<file path="src/rtl/handler_ctrl_pkg.sv">
// constants and carrier types for the system handler priority and control-status block
// How it works
// RL1 - only privileged accesses read or change registers
// RL2 - priority register accepts byte and word writes
// RL3 - priority register at D20h, resets to zero
// RL4 - bits 31:29 hold tick timer priority
// RL5 - bits 23:21 hold deferred service priority
// RL6 - bits 7:5 hold debug event priority
// RL7 - lower priority value wins arbitration
// RL8 - priority reserved bits read zero, read-only
// RL9 - control-status register at D24h, resets zero
// RL10 - bits 18:16 enable usage, bus, protection handlers
// RL11 - fault with handler disabled becomes hard fault
// RL12 - bits 15:12 show supervisor, bus, protection, usage pending
// RL13 - active flags at bits 11,10,8,7,3,1,0
// RL14 - software writes set or clear pending/active state
// RL15 - control-status reserved bits read zero, read-only
// RL16 - kernel may write active flags to switch context
// RL17 - software changing active flag fixes stacked context
// RL18 - software preserves and restores active state
// RL19 - software uses read-modify-write once handlers enabled
// RL20 - flag value one means enabled, pending or active
// RL21 - writes to reserved bits are ignored
package handler_ctrl_pkg;
  localparam int ADDR_W = 12;
  localparam logic [ADDR_W-1:0] PRIO_OFFSET = 12'hD20;
  localparam logic [ADDR_W-1:0] CTRL_OFFSET = 12'hD24;
  localparam logic [31:0] PRIO_RESET = 32'h0000_0000;
  localparam logic [31:0] CTRL_RESET = 32'h0000_0000;
  localparam logic [31:0] PRIO_WMASK = 32'hE0E0_00E0;
  localparam logic [31:0] CTRL_WMASK = 32'h0007_FD8B;
  localparam int PRIO_W = 3;
  localparam int TICK_PRIO_LSB = 29;
  localparam int DEFER_PRIO_LSB = 21;
  localparam int DEBUG_PRIO_LSB = 5;
  localparam int EN_USAGE_BIT = 18;
  localparam int EN_BUS_BIT = 17;
  localparam int EN_PROT_BIT = 16;
  localparam int PEND_LSB = 12;
  localparam int PEND_SUPV_BIT = 15;
  localparam int PEND_BUS_BIT = 14;
  localparam int PEND_PROT_BIT = 13;
  localparam int PEND_USAGE_BIT = 12;
  localparam int ACT_TICK_BIT = 11;
  localparam int ACT_DEFER_BIT = 10;
  localparam int ACT_DEBUG_BIT = 8;
  localparam int ACT_SUPV_BIT = 7;
  localparam int ACT_USAGE_BIT = 3;
  localparam int ACT_BUS_BIT = 1;
  localparam int ACT_PROT_BIT = 0;
  localparam logic [2:0] WIN_TICK = 3'h4;
  localparam logic [2:0] WIN_DEFER = 3'h2;
  localparam logic [2:0] WIN_DEBUG = 3'h1;

  typedef struct packed {
    logic [ADDR_W-1:0] paddr;
    logic psel;
    logic penable;
    logic pwrite;
    logic [31:0] pwdata;
    logic [3:0] pstrb;
    logic [2:0] pprot;
  } apb_req_t;

  typedef struct packed {
    logic [31:0] prdata;
    logic pready;
    logic pslverr;
  } apb_rsp_t;

  // fault_evt: {usage, bus, protection}; pend: {supv, bus, prot, usage}
  // act: {tick, defer, debug, supv, usage, bus, prot}
  typedef struct packed {
    logic [2:0] fault_evt;
    logic [3:0] pend_set;
    logic [3:0] pend_clr;
    logic [6:0] act_set;
    logic [6:0] act_clr;
  } core_evt_t;

  typedef struct packed {
    logic [31:0] prio;
    logic [31:0] ctrl;
    logic [31:0] rdata;
    logic slverr;
    logic hard_fault;
    logic [2:0] win;
    logic [2:0] win_prio;
    logic win_valid;
  } state_t;
endpackage : handler_ctrl_pkg

</file>
<file path="src/rtl/prio_pick.sv">
// two-way priority comparator, lower value wins, ties keep side a
`timescale 1ns/10ps
module prio_pick #(
  parameter int W = 3
) (
  input wire logic a_valid, // candidate a present
  input wire logic [W-1:0] a_prio, // candidate a level
  input wire logic b_valid, // candidate b present
  input wire logic [W-1:0] b_prio, // candidate b level
  output logic take_b, // b beats a
  output logic out_valid, // any candidate present
  output logic [W-1:0] out_prio // level of the winner
);
  always_comb begin
    take_b = b_valid & (~a_valid | (b_prio < a_prio)); // RL7
    out_valid = a_valid | b_valid;
    out_prio = take_b ? b_prio : a_prio;
  end
endmodule : prio_pick

</file>
<file path="src/rtl/system_handler_prio_ctrl.sv">
// system handler priority and control-status registers with apb slave and arbiter
//
// Design decision made here: the APB slave port.
`timescale 1ns/10ps
module system_handler_prio_ctrl (
  input wire logic CLK_SYS, // system clock
  input wire logic RST, // synchronous reset, active high
  input wire logic CE, // clock enable, freezes state when low
  input wire handler_ctrl_pkg::apb_req_t APB_REQ, // apb request
  output handler_ctrl_pkg::apb_rsp_t APB_RSP, // apb response
  input wire handler_ctrl_pkg::core_evt_t CORE_EVT, // core exception events
  input wire logic [2:0] EXC_REQ, // {tick, defer, debug} requests
  output logic HARD_FAULT, // escalated fault pulse
  output logic [2:0] FAULT_ENABLE, // {usage, bus, prot} enables
  output logic [3:0] PENDING, // {supv, bus, prot, usage} pending
  output logic [6:0] ACTIVE, // {tick, defer, debug, supv, usage, bus, prot}
  output logic [2:0] WIN, // one-hot arbitration winner
  output logic [2:0] WIN_PRIO, // level of the winner
  output logic WIN_VALID // a winner exists
);
  import handler_ctrl_pkg::*;

  state_t st_reg;
  state_t st_next;
  logic setup;
  logic access;
  logic priv;
  logic hit_prio;
  logic hit_ctrl;
  logic [2:0] tick_prio;
  logic [2:0] defer_prio;
  logic [2:0] debug_prio;
  logic s1_take_b;
  logic s1_valid;
  logic [2:0] s1_prio;
  logic s2_take_b;
  logic s2_valid;
  logic [2:0] s2_prio;

  function automatic logic [31:0] lane_merge(
    input logic [31:0] old_val,
    input logic [31:0] wdata,
    input logic [3:0] strb,
    input logic [31:0] wmask
  );
    logic [31:0] m;
    m = {{8{strb[3]}}, {8{strb[2]}}, {8{strb[1]}}, {8{strb[0]}}} & wmask;
    return (old_val & ~m) | (wdata & m);
  endfunction : lane_merge

  // scatter the seven active flags onto their word positions
  function automatic logic [31:0] act_word(input logic [6:0] v);
    logic [31:0] w;
    w = 32'h0000_0000;
    w[ACT_TICK_BIT] = v[6];
    w[ACT_DEFER_BIT] = v[5];
    w[ACT_DEBUG_BIT] = v[4];
    w[ACT_SUPV_BIT] = v[3];
    w[ACT_USAGE_BIT] = v[2];
    w[ACT_BUS_BIT] = v[1];
    w[ACT_PROT_BIT] = v[0];
    return w;
  endfunction : act_word

  assign setup = APB_REQ.psel & ~APB_REQ.penable;
  assign access = APB_REQ.psel & APB_REQ.penable;
  assign priv = APB_REQ.pprot[0];
  assign hit_prio = APB_REQ.paddr[ADDR_W-1:2] == PRIO_OFFSET[ADDR_W-1:2];
  assign hit_ctrl = APB_REQ.paddr[ADDR_W-1:2] == CTRL_OFFSET[ADDR_W-1:2];
  assign tick_prio = st_reg.prio[TICK_PRIO_LSB +: PRIO_W]; // RL4
  assign defer_prio = st_reg.prio[DEFER_PRIO_LSB +: PRIO_W]; // RL5
  assign debug_prio = st_reg.prio[DEBUG_PRIO_LSB +: PRIO_W]; // RL6

  prio_pick #(.W(PRIO_W)) u_pick_first (
    .a_valid(EXC_REQ[2]),
    .a_prio(tick_prio),
    .b_valid(EXC_REQ[1]),
    .b_prio(defer_prio),
    .take_b(s1_take_b),
    .out_valid(s1_valid),
    .out_prio(s1_prio)
  );

  prio_pick #(.W(PRIO_W)) u_pick_second (
    .a_valid(s1_valid),
    .a_prio(s1_prio),
    .b_valid(EXC_REQ[0]),
    .b_prio(debug_prio),
    .take_b(s2_take_b),
    .out_valid(s2_valid),
    .out_prio(s2_prio)
  );

  always_comb begin
    st_next = st_reg;
    st_next.hard_fault = 1'b0;
    // read data is latched in the setup cycle so prdata comes from a flop
    if (setup) begin
      st_next.rdata = 32'h0000_0000;
      st_next.slverr = 1'b0;
      if (!priv) begin
        st_next.slverr = 1'b1; // RL1
      end else if (hit_prio) begin
        st_next.rdata = st_reg.prio & PRIO_WMASK; // RL8
      end else if (hit_ctrl) begin
        st_next.rdata = st_reg.ctrl & CTRL_WMASK; // RL15
      end else begin
        st_next.slverr = 1'b1;
      end
    end
    if (access && APB_REQ.pwrite && priv) begin // RL1
      if (hit_prio) begin
        st_next.prio = lane_merge(st_reg.prio, APB_REQ.pwdata, APB_REQ.pstrb, PRIO_WMASK); // RL2
      end else if (hit_ctrl) begin
        st_next.ctrl = lane_merge(st_reg.ctrl, APB_REQ.pwdata, APB_REQ.pstrb, CTRL_WMASK); // RL14
      end
    end
    // core clears first, then sets, so an event in the clearing cycle survives
    st_next.ctrl[PEND_LSB +: 4] = st_next.ctrl[PEND_LSB +: 4] & ~CORE_EVT.pend_clr;
    st_next.ctrl[PEND_LSB +: 4] = st_next.ctrl[PEND_LSB +: 4] | CORE_EVT.pend_set; // RL12
    st_next.ctrl = st_next.ctrl & ~act_word(CORE_EVT.act_clr);
    st_next.ctrl = st_next.ctrl | act_word(CORE_EVT.act_set); // RL13
    if (CORE_EVT.fault_evt[2]) begin
      if (st_reg.ctrl[EN_USAGE_BIT]) begin // RL10
        st_next.ctrl[PEND_USAGE_BIT] = 1'b1; // RL20
      end else begin
        st_next.hard_fault = 1'b1; // RL11
      end
    end
    if (CORE_EVT.fault_evt[1]) begin
      if (st_reg.ctrl[EN_BUS_BIT]) begin
        st_next.ctrl[PEND_BUS_BIT] = 1'b1;
      end else begin
        st_next.hard_fault = 1'b1; // RL11
      end
    end
    if (CORE_EVT.fault_evt[0]) begin
      if (st_reg.ctrl[EN_PROT_BIT]) begin
        st_next.ctrl[PEND_PROT_BIT] = 1'b1;
      end else begin
        st_next.hard_fault = 1'b1; // RL11
      end
    end
    // reserved positions never hold a one, whatever the write carried
    st_next.prio = st_next.prio & PRIO_WMASK; // RL21
    st_next.ctrl = st_next.ctrl & CTRL_WMASK; // RL21
    st_next.win_valid = s2_valid;
    st_next.win_prio = s2_prio;
    if (!s2_valid) begin
      st_next.win = 3'h0;
    end else if (s2_take_b) begin
      st_next.win = WIN_DEBUG; // RL7
    end else if (s1_take_b) begin
      st_next.win = WIN_DEFER;
    end else begin
      st_next.win = WIN_TICK;
    end
  end

  always_ff @(posedge CLK_SYS) begin
    if (RST) begin
      st_reg <= '0; // RL3 RL9
      st_reg.prio <= PRIO_RESET;
      st_reg.ctrl <= CTRL_RESET;
    end else if (CE) begin
      st_reg <= st_next;
    end
  end

  // pready follows CE so a frozen block never completes a transfer
  assign APB_RSP.pready = CE;
  assign APB_RSP.prdata = st_reg.rdata;
  assign APB_RSP.pslverr = st_reg.slverr;
  assign HARD_FAULT = st_reg.hard_fault;
  assign FAULT_ENABLE = st_reg.ctrl[EN_PROT_BIT +: 3];
  assign PENDING = st_reg.ctrl[PEND_LSB +: 4];
  assign ACTIVE = {st_reg.ctrl[ACT_TICK_BIT], st_reg.ctrl[ACT_DEFER_BIT],
                   st_reg.ctrl[ACT_DEBUG_BIT], st_reg.ctrl[ACT_SUPV_BIT],
                   st_reg.ctrl[ACT_USAGE_BIT], st_reg.ctrl[ACT_BUS_BIT],
                   st_reg.ctrl[ACT_PROT_BIT]};
  assign WIN = st_reg.win;
  assign WIN_PRIO = st_reg.win_prio;
  assign WIN_VALID = st_reg.win_valid;

  logic [31:0] prio_q;
  logic [31:0] ctrl_q;
  logic quiet_evt;
  assign prio_q = st_reg.prio;
  assign ctrl_q = st_reg.ctrl;
  assign quiet_evt = CORE_EVT == '0;
endmodule : system_handler_prio_ctrl

</file>
<file path="config.mk">
export PLATFORM = sky130hd
export DESIGN_NAME = system_handler_prio_ctrl
export DESIGN_NICKNAME = d
export VERILOG_FILES = /design/src/rtl/handler_ctrl_pkg.sv /design/src/rtl/prio_pick.sv /design/src/rtl/system_handler_prio_ctrl.sv
export SDC_FILE = /design/constraint.sdc
export NUM_CORES = 1
export LEC_CHECK = 0
export BUFFER_PORTS_ARGS = -buffer_cell sky130_fd_sc_hd__buf_2
export CORE_MARGIN = 2
export CORE_UTILIZATION = 45
export DETAILED_ROUTE_END_ITERATION = 12
export PLACE_DENSITY = 0.8
export SYNTH_ARGS = -nofsm -noshare
export SYNTH_HDL_FRONTEND = slang
export SYNTH_SLANG_ARGS = --single-unit
</file>
<file path="constraint.sdc">
create_clock -name CLK_SYS -period 3.6 [get_ports CLK_SYS]
set_clock_uncertainty 0.2 [all_clocks]
set_input_delay 0.54 -clock CLK_SYS [delete_from_list [all_inputs] [get_ports CLK_SYS]]
set_output_delay 0.54 -clock CLK_SYS [all_outputs]
set_load 0.02 [all_outputs]
</file>
==> impl_metrics.env <==
export IMPL_cts_path_max_buffers=2
export IMPL_peakVddDrop_v=0.0002037
export IMPL_cp_slowest_cell="dfxtp_1"
export IMPL_grt_pass1_wl_mm=10.90
export IMPL_synth_area_leaders="dfxtp_1 (40%), nor2_1 (9.0%), a22oi_1 (5.8%), mux2i_1 (5.2%), buf_4 (3.3%)"
export IMPL_syn_inst=310
export IMPL_crit_fanout=6
export IMPL_core_area_um2=5851
export IMPL_synth_most_common_cell="nor2_1"
export IMPL_fmax_mhz=307.9
export IMPL_syn_to_final_growth_pct=25.65
export IMPL_synth_seq_area_share=0.4000
export IMPL_cp_arrival_ps=3260
export IMPL_globalRouteMet2Util=0.3648
export IMPL_period_share=0.9020
export IMPL_combPwrFrac=0.151
export IMPL_cts_clk_slew_worst_paths_ps=100
export IMPL_synth_top_area_share=0.4000
export IMPL_p_total_mw=1.161
export IMPL_yosys_top_cells_count="nor2_1 (65), dfxtp_1 (54), a22oi_1 (21), nand3_1 (15), mux2i_1 (14)"
export IMPL_synth_seq_cells=54
export IMPL_initial_core_util=0.4619
export IMPL_status="finished, final reports clean"
export IMPL_p_int_mw=0.8449
export IMPL_path_cells="inv_1, ha_1, nor3b_2, o21ai_2, nand2_1, nor2_1, a21oi_1, ha_1, a21boi_0, nand3_1, or3_4, a31o_1, a32o_1"
export IMPL_busiest_layer="met2"
export IMPL_cp_end_kind="flip-flop"
export IMPL_hold_viol=0
export IMPL_setup_viol=0
export IMPL_drv_cap=0
export IMPL_clock_sinks=54
export IMPL_firstDrtPassIters=4
export IMPL_drv_slew=0
export IMPL_num_vias=2688
export IMPL_synth_enable_flop_cells=0
export IMPL_final_util=0.5804
export IMPL_worstMarginPinSlew_ps=860.3
export IMPL_die_width_um=81.50
export IMPL_drc_errors=0
export IMPL_routedWlPerCell_um=14.00
export IMPL_synth_warnings=0
export IMPL_synth_area_um2=2703
export IMPL_instances_no_fill=496
export IMPL_dp_hpwl_mm=5.281
export IMPL_ant_nets=0
export IMPL_cpLargestDelayFamily="simple AND/OR/NAND/NOR gates"
export IMPL_use_met3=0.04176
export IMPL_synth_avg_cell_area_um2=8.718
export IMPL_finalNetCount=509
export IMPL_final_setup_tns_ps=0
export IMPL_max_stage_delay_ps=420
export IMPL_crit_required_ps=3610
export IMPL_rsz0062_at_grt="false"
export IMPL_initialDrtViolationCount=115
export IMPL_p_sw_frac=0.2723
export IMPL_grtUsageTotal=0.2071
export IMPL_fin_ws_ps=352.7
export IMPL_seqPwrFrac=0.542
export IMPL_place_area_um2=3297
export IMPL_grt_overflow=0
export IMPL_via_per_inst=5.419
export IMPL_die_area_um2=6641
export IMPL_async_reset_ff_frac=0
export IMPL_crit_type="flip-flop to flip-flop"
export IMPL_place_ws_ps=391.1
export IMPL_cts_resized=0
export IMPL_cts_max_level=2
export IMPL_grt_max_degree=42
export IMPL_hold_class="primary input to flip-flop"
export IMPL_grt_pass1_vias=2410
export IMPL_numPortBuffers=116
export IMPL_dp_cells=488
export IMPL_row_count=28
export IMPL_p_leak_nw=1.606
export IMPL_cts_made_buffers=5
export IMPL_start_kind="flip-flop"
export IMPL_design_area_um2=3396
export IMPL_ios=141
export IMPL_cts_hold_buf=0
export IMPL_cts_setup_buffers=0
export IMPL_p_clk_frac=0.308
export IMPL_diodes=0
export IMPL_power_density_nw_per_um2=341.9
export IMPL_cts_root_buffer="clkbuf_8"
export IMPL_max_slew_margin=0.4233
export IMPL_yosysUniqueCellTypes=47
export IMPL_holdWs_ps=254.7
export IMPL_yosys_area_top_type="dfxtp_1"
export IMPL_switchingPower_mw=0.3162
export IMPL_die_h_um=81.50
export IMPL_antenna_found_initial=0
export IMPL_wirelength_mm=6.943
export IMPL_synth_ff_type="dfxtp_1"
export IMPL_cpMostUsedCell="ha_1"
export IMPL_use_met1=0.2551
export IMPL_globalplace_congestion=0.8985
export IMPL_cts_tree="yes"
export IMPL_clock_latency_ps=300
export IMPL_cp_num_buf_inv=1
export IMPL_drive_gt1_frac=0.3515
export IMPL_layout_min_cycle_time_ps=3247
## power by group through the flow
stage / registers, mW / logic [mW] / clock network [mW]
4_1_cts: 0.629 / 0.176 / 0.367
6_report: 0.629 / 0.175 / 0.357
2_1_floorplan: 0.663 / 0.0870 / 0
3_3_place_gp: 0.642 / 0.171 / 0
5_1_grt: 0.632 / 0.193 / 0.397
3_5_place_dp: 0.642 / 0.175 / 0
## final timing paths
check | from | to | slack (ps) | depth (start not counted)
max reg2reg | flip-flop | WIN_PRIO[1] | 350 | 13
min reg2reg | WIN[1] | WIN[1] | 270 | 2
min | CORE_EVT[21] | ctrl_q[15] | 250 | 3
max | flip-flop | WIN_PRIO[1] | 350 | 13
## cells in the final DEF (no fill, tap or decap), drive strengths merged, types with 10 or more instances in the layout
cell type and count:
dfxtp 54, mux2i 14, nor3 12, inv 12, conb 10, a22oi 21, o21ai 13, buf 120
nand3 15, nor2 65
## cell type report
type / instances / area, um^2
flip-flops and latches: 54 / 1081
fillers: 553 / 2455
repair buffers: 120 / 610.6
well taps: 75 / 93.84
clock buffers: 6 / 82.58
inverters: 11 / 41.29
multi-input cells: 228 / 1470
clock inverters: 2 / 16.27
## worst register-to-register path: stages, from the launching register on
cell	delay, ps
dfxtp_1	420
inv_1	80
ha_1	200
nor3b_2	280
o21ai_2	120
nand2_1	170
nor2_1	60
a21oi_1	150
ha_1	270
a21boi_0	240
nand3_1	130
or3_4	370
a31o_1	220
a32o_1	240
## metal layers
| layer | share of wire | up-vias |
|---|---|---|
| met4 | 0.0055 | 0 |
| met3 | 0.057 | 4 |
| met1 | 0.44 | 1279 |
| met5 | 0 | - |
| met2 | 0.50 | 70 |
| li1 | - | 1335 |
## logic make-up after synthesis
| group | count (synthesis) | synth area share |
|---|---|---|
| other cells | 1 | 0.001388 |
| mux | 14 | 0.05185 |
| compound gates | 64 | 0.1708 |
| flops | 54 | 0.4000 |
| buf+inv | 37 | 0.06852 |
| fa+ha+maj | 4 | 0.01852 |
| simple gates | 136 | 0.2889 |
No activity file was read; power rests on OpenSTA's default activity.
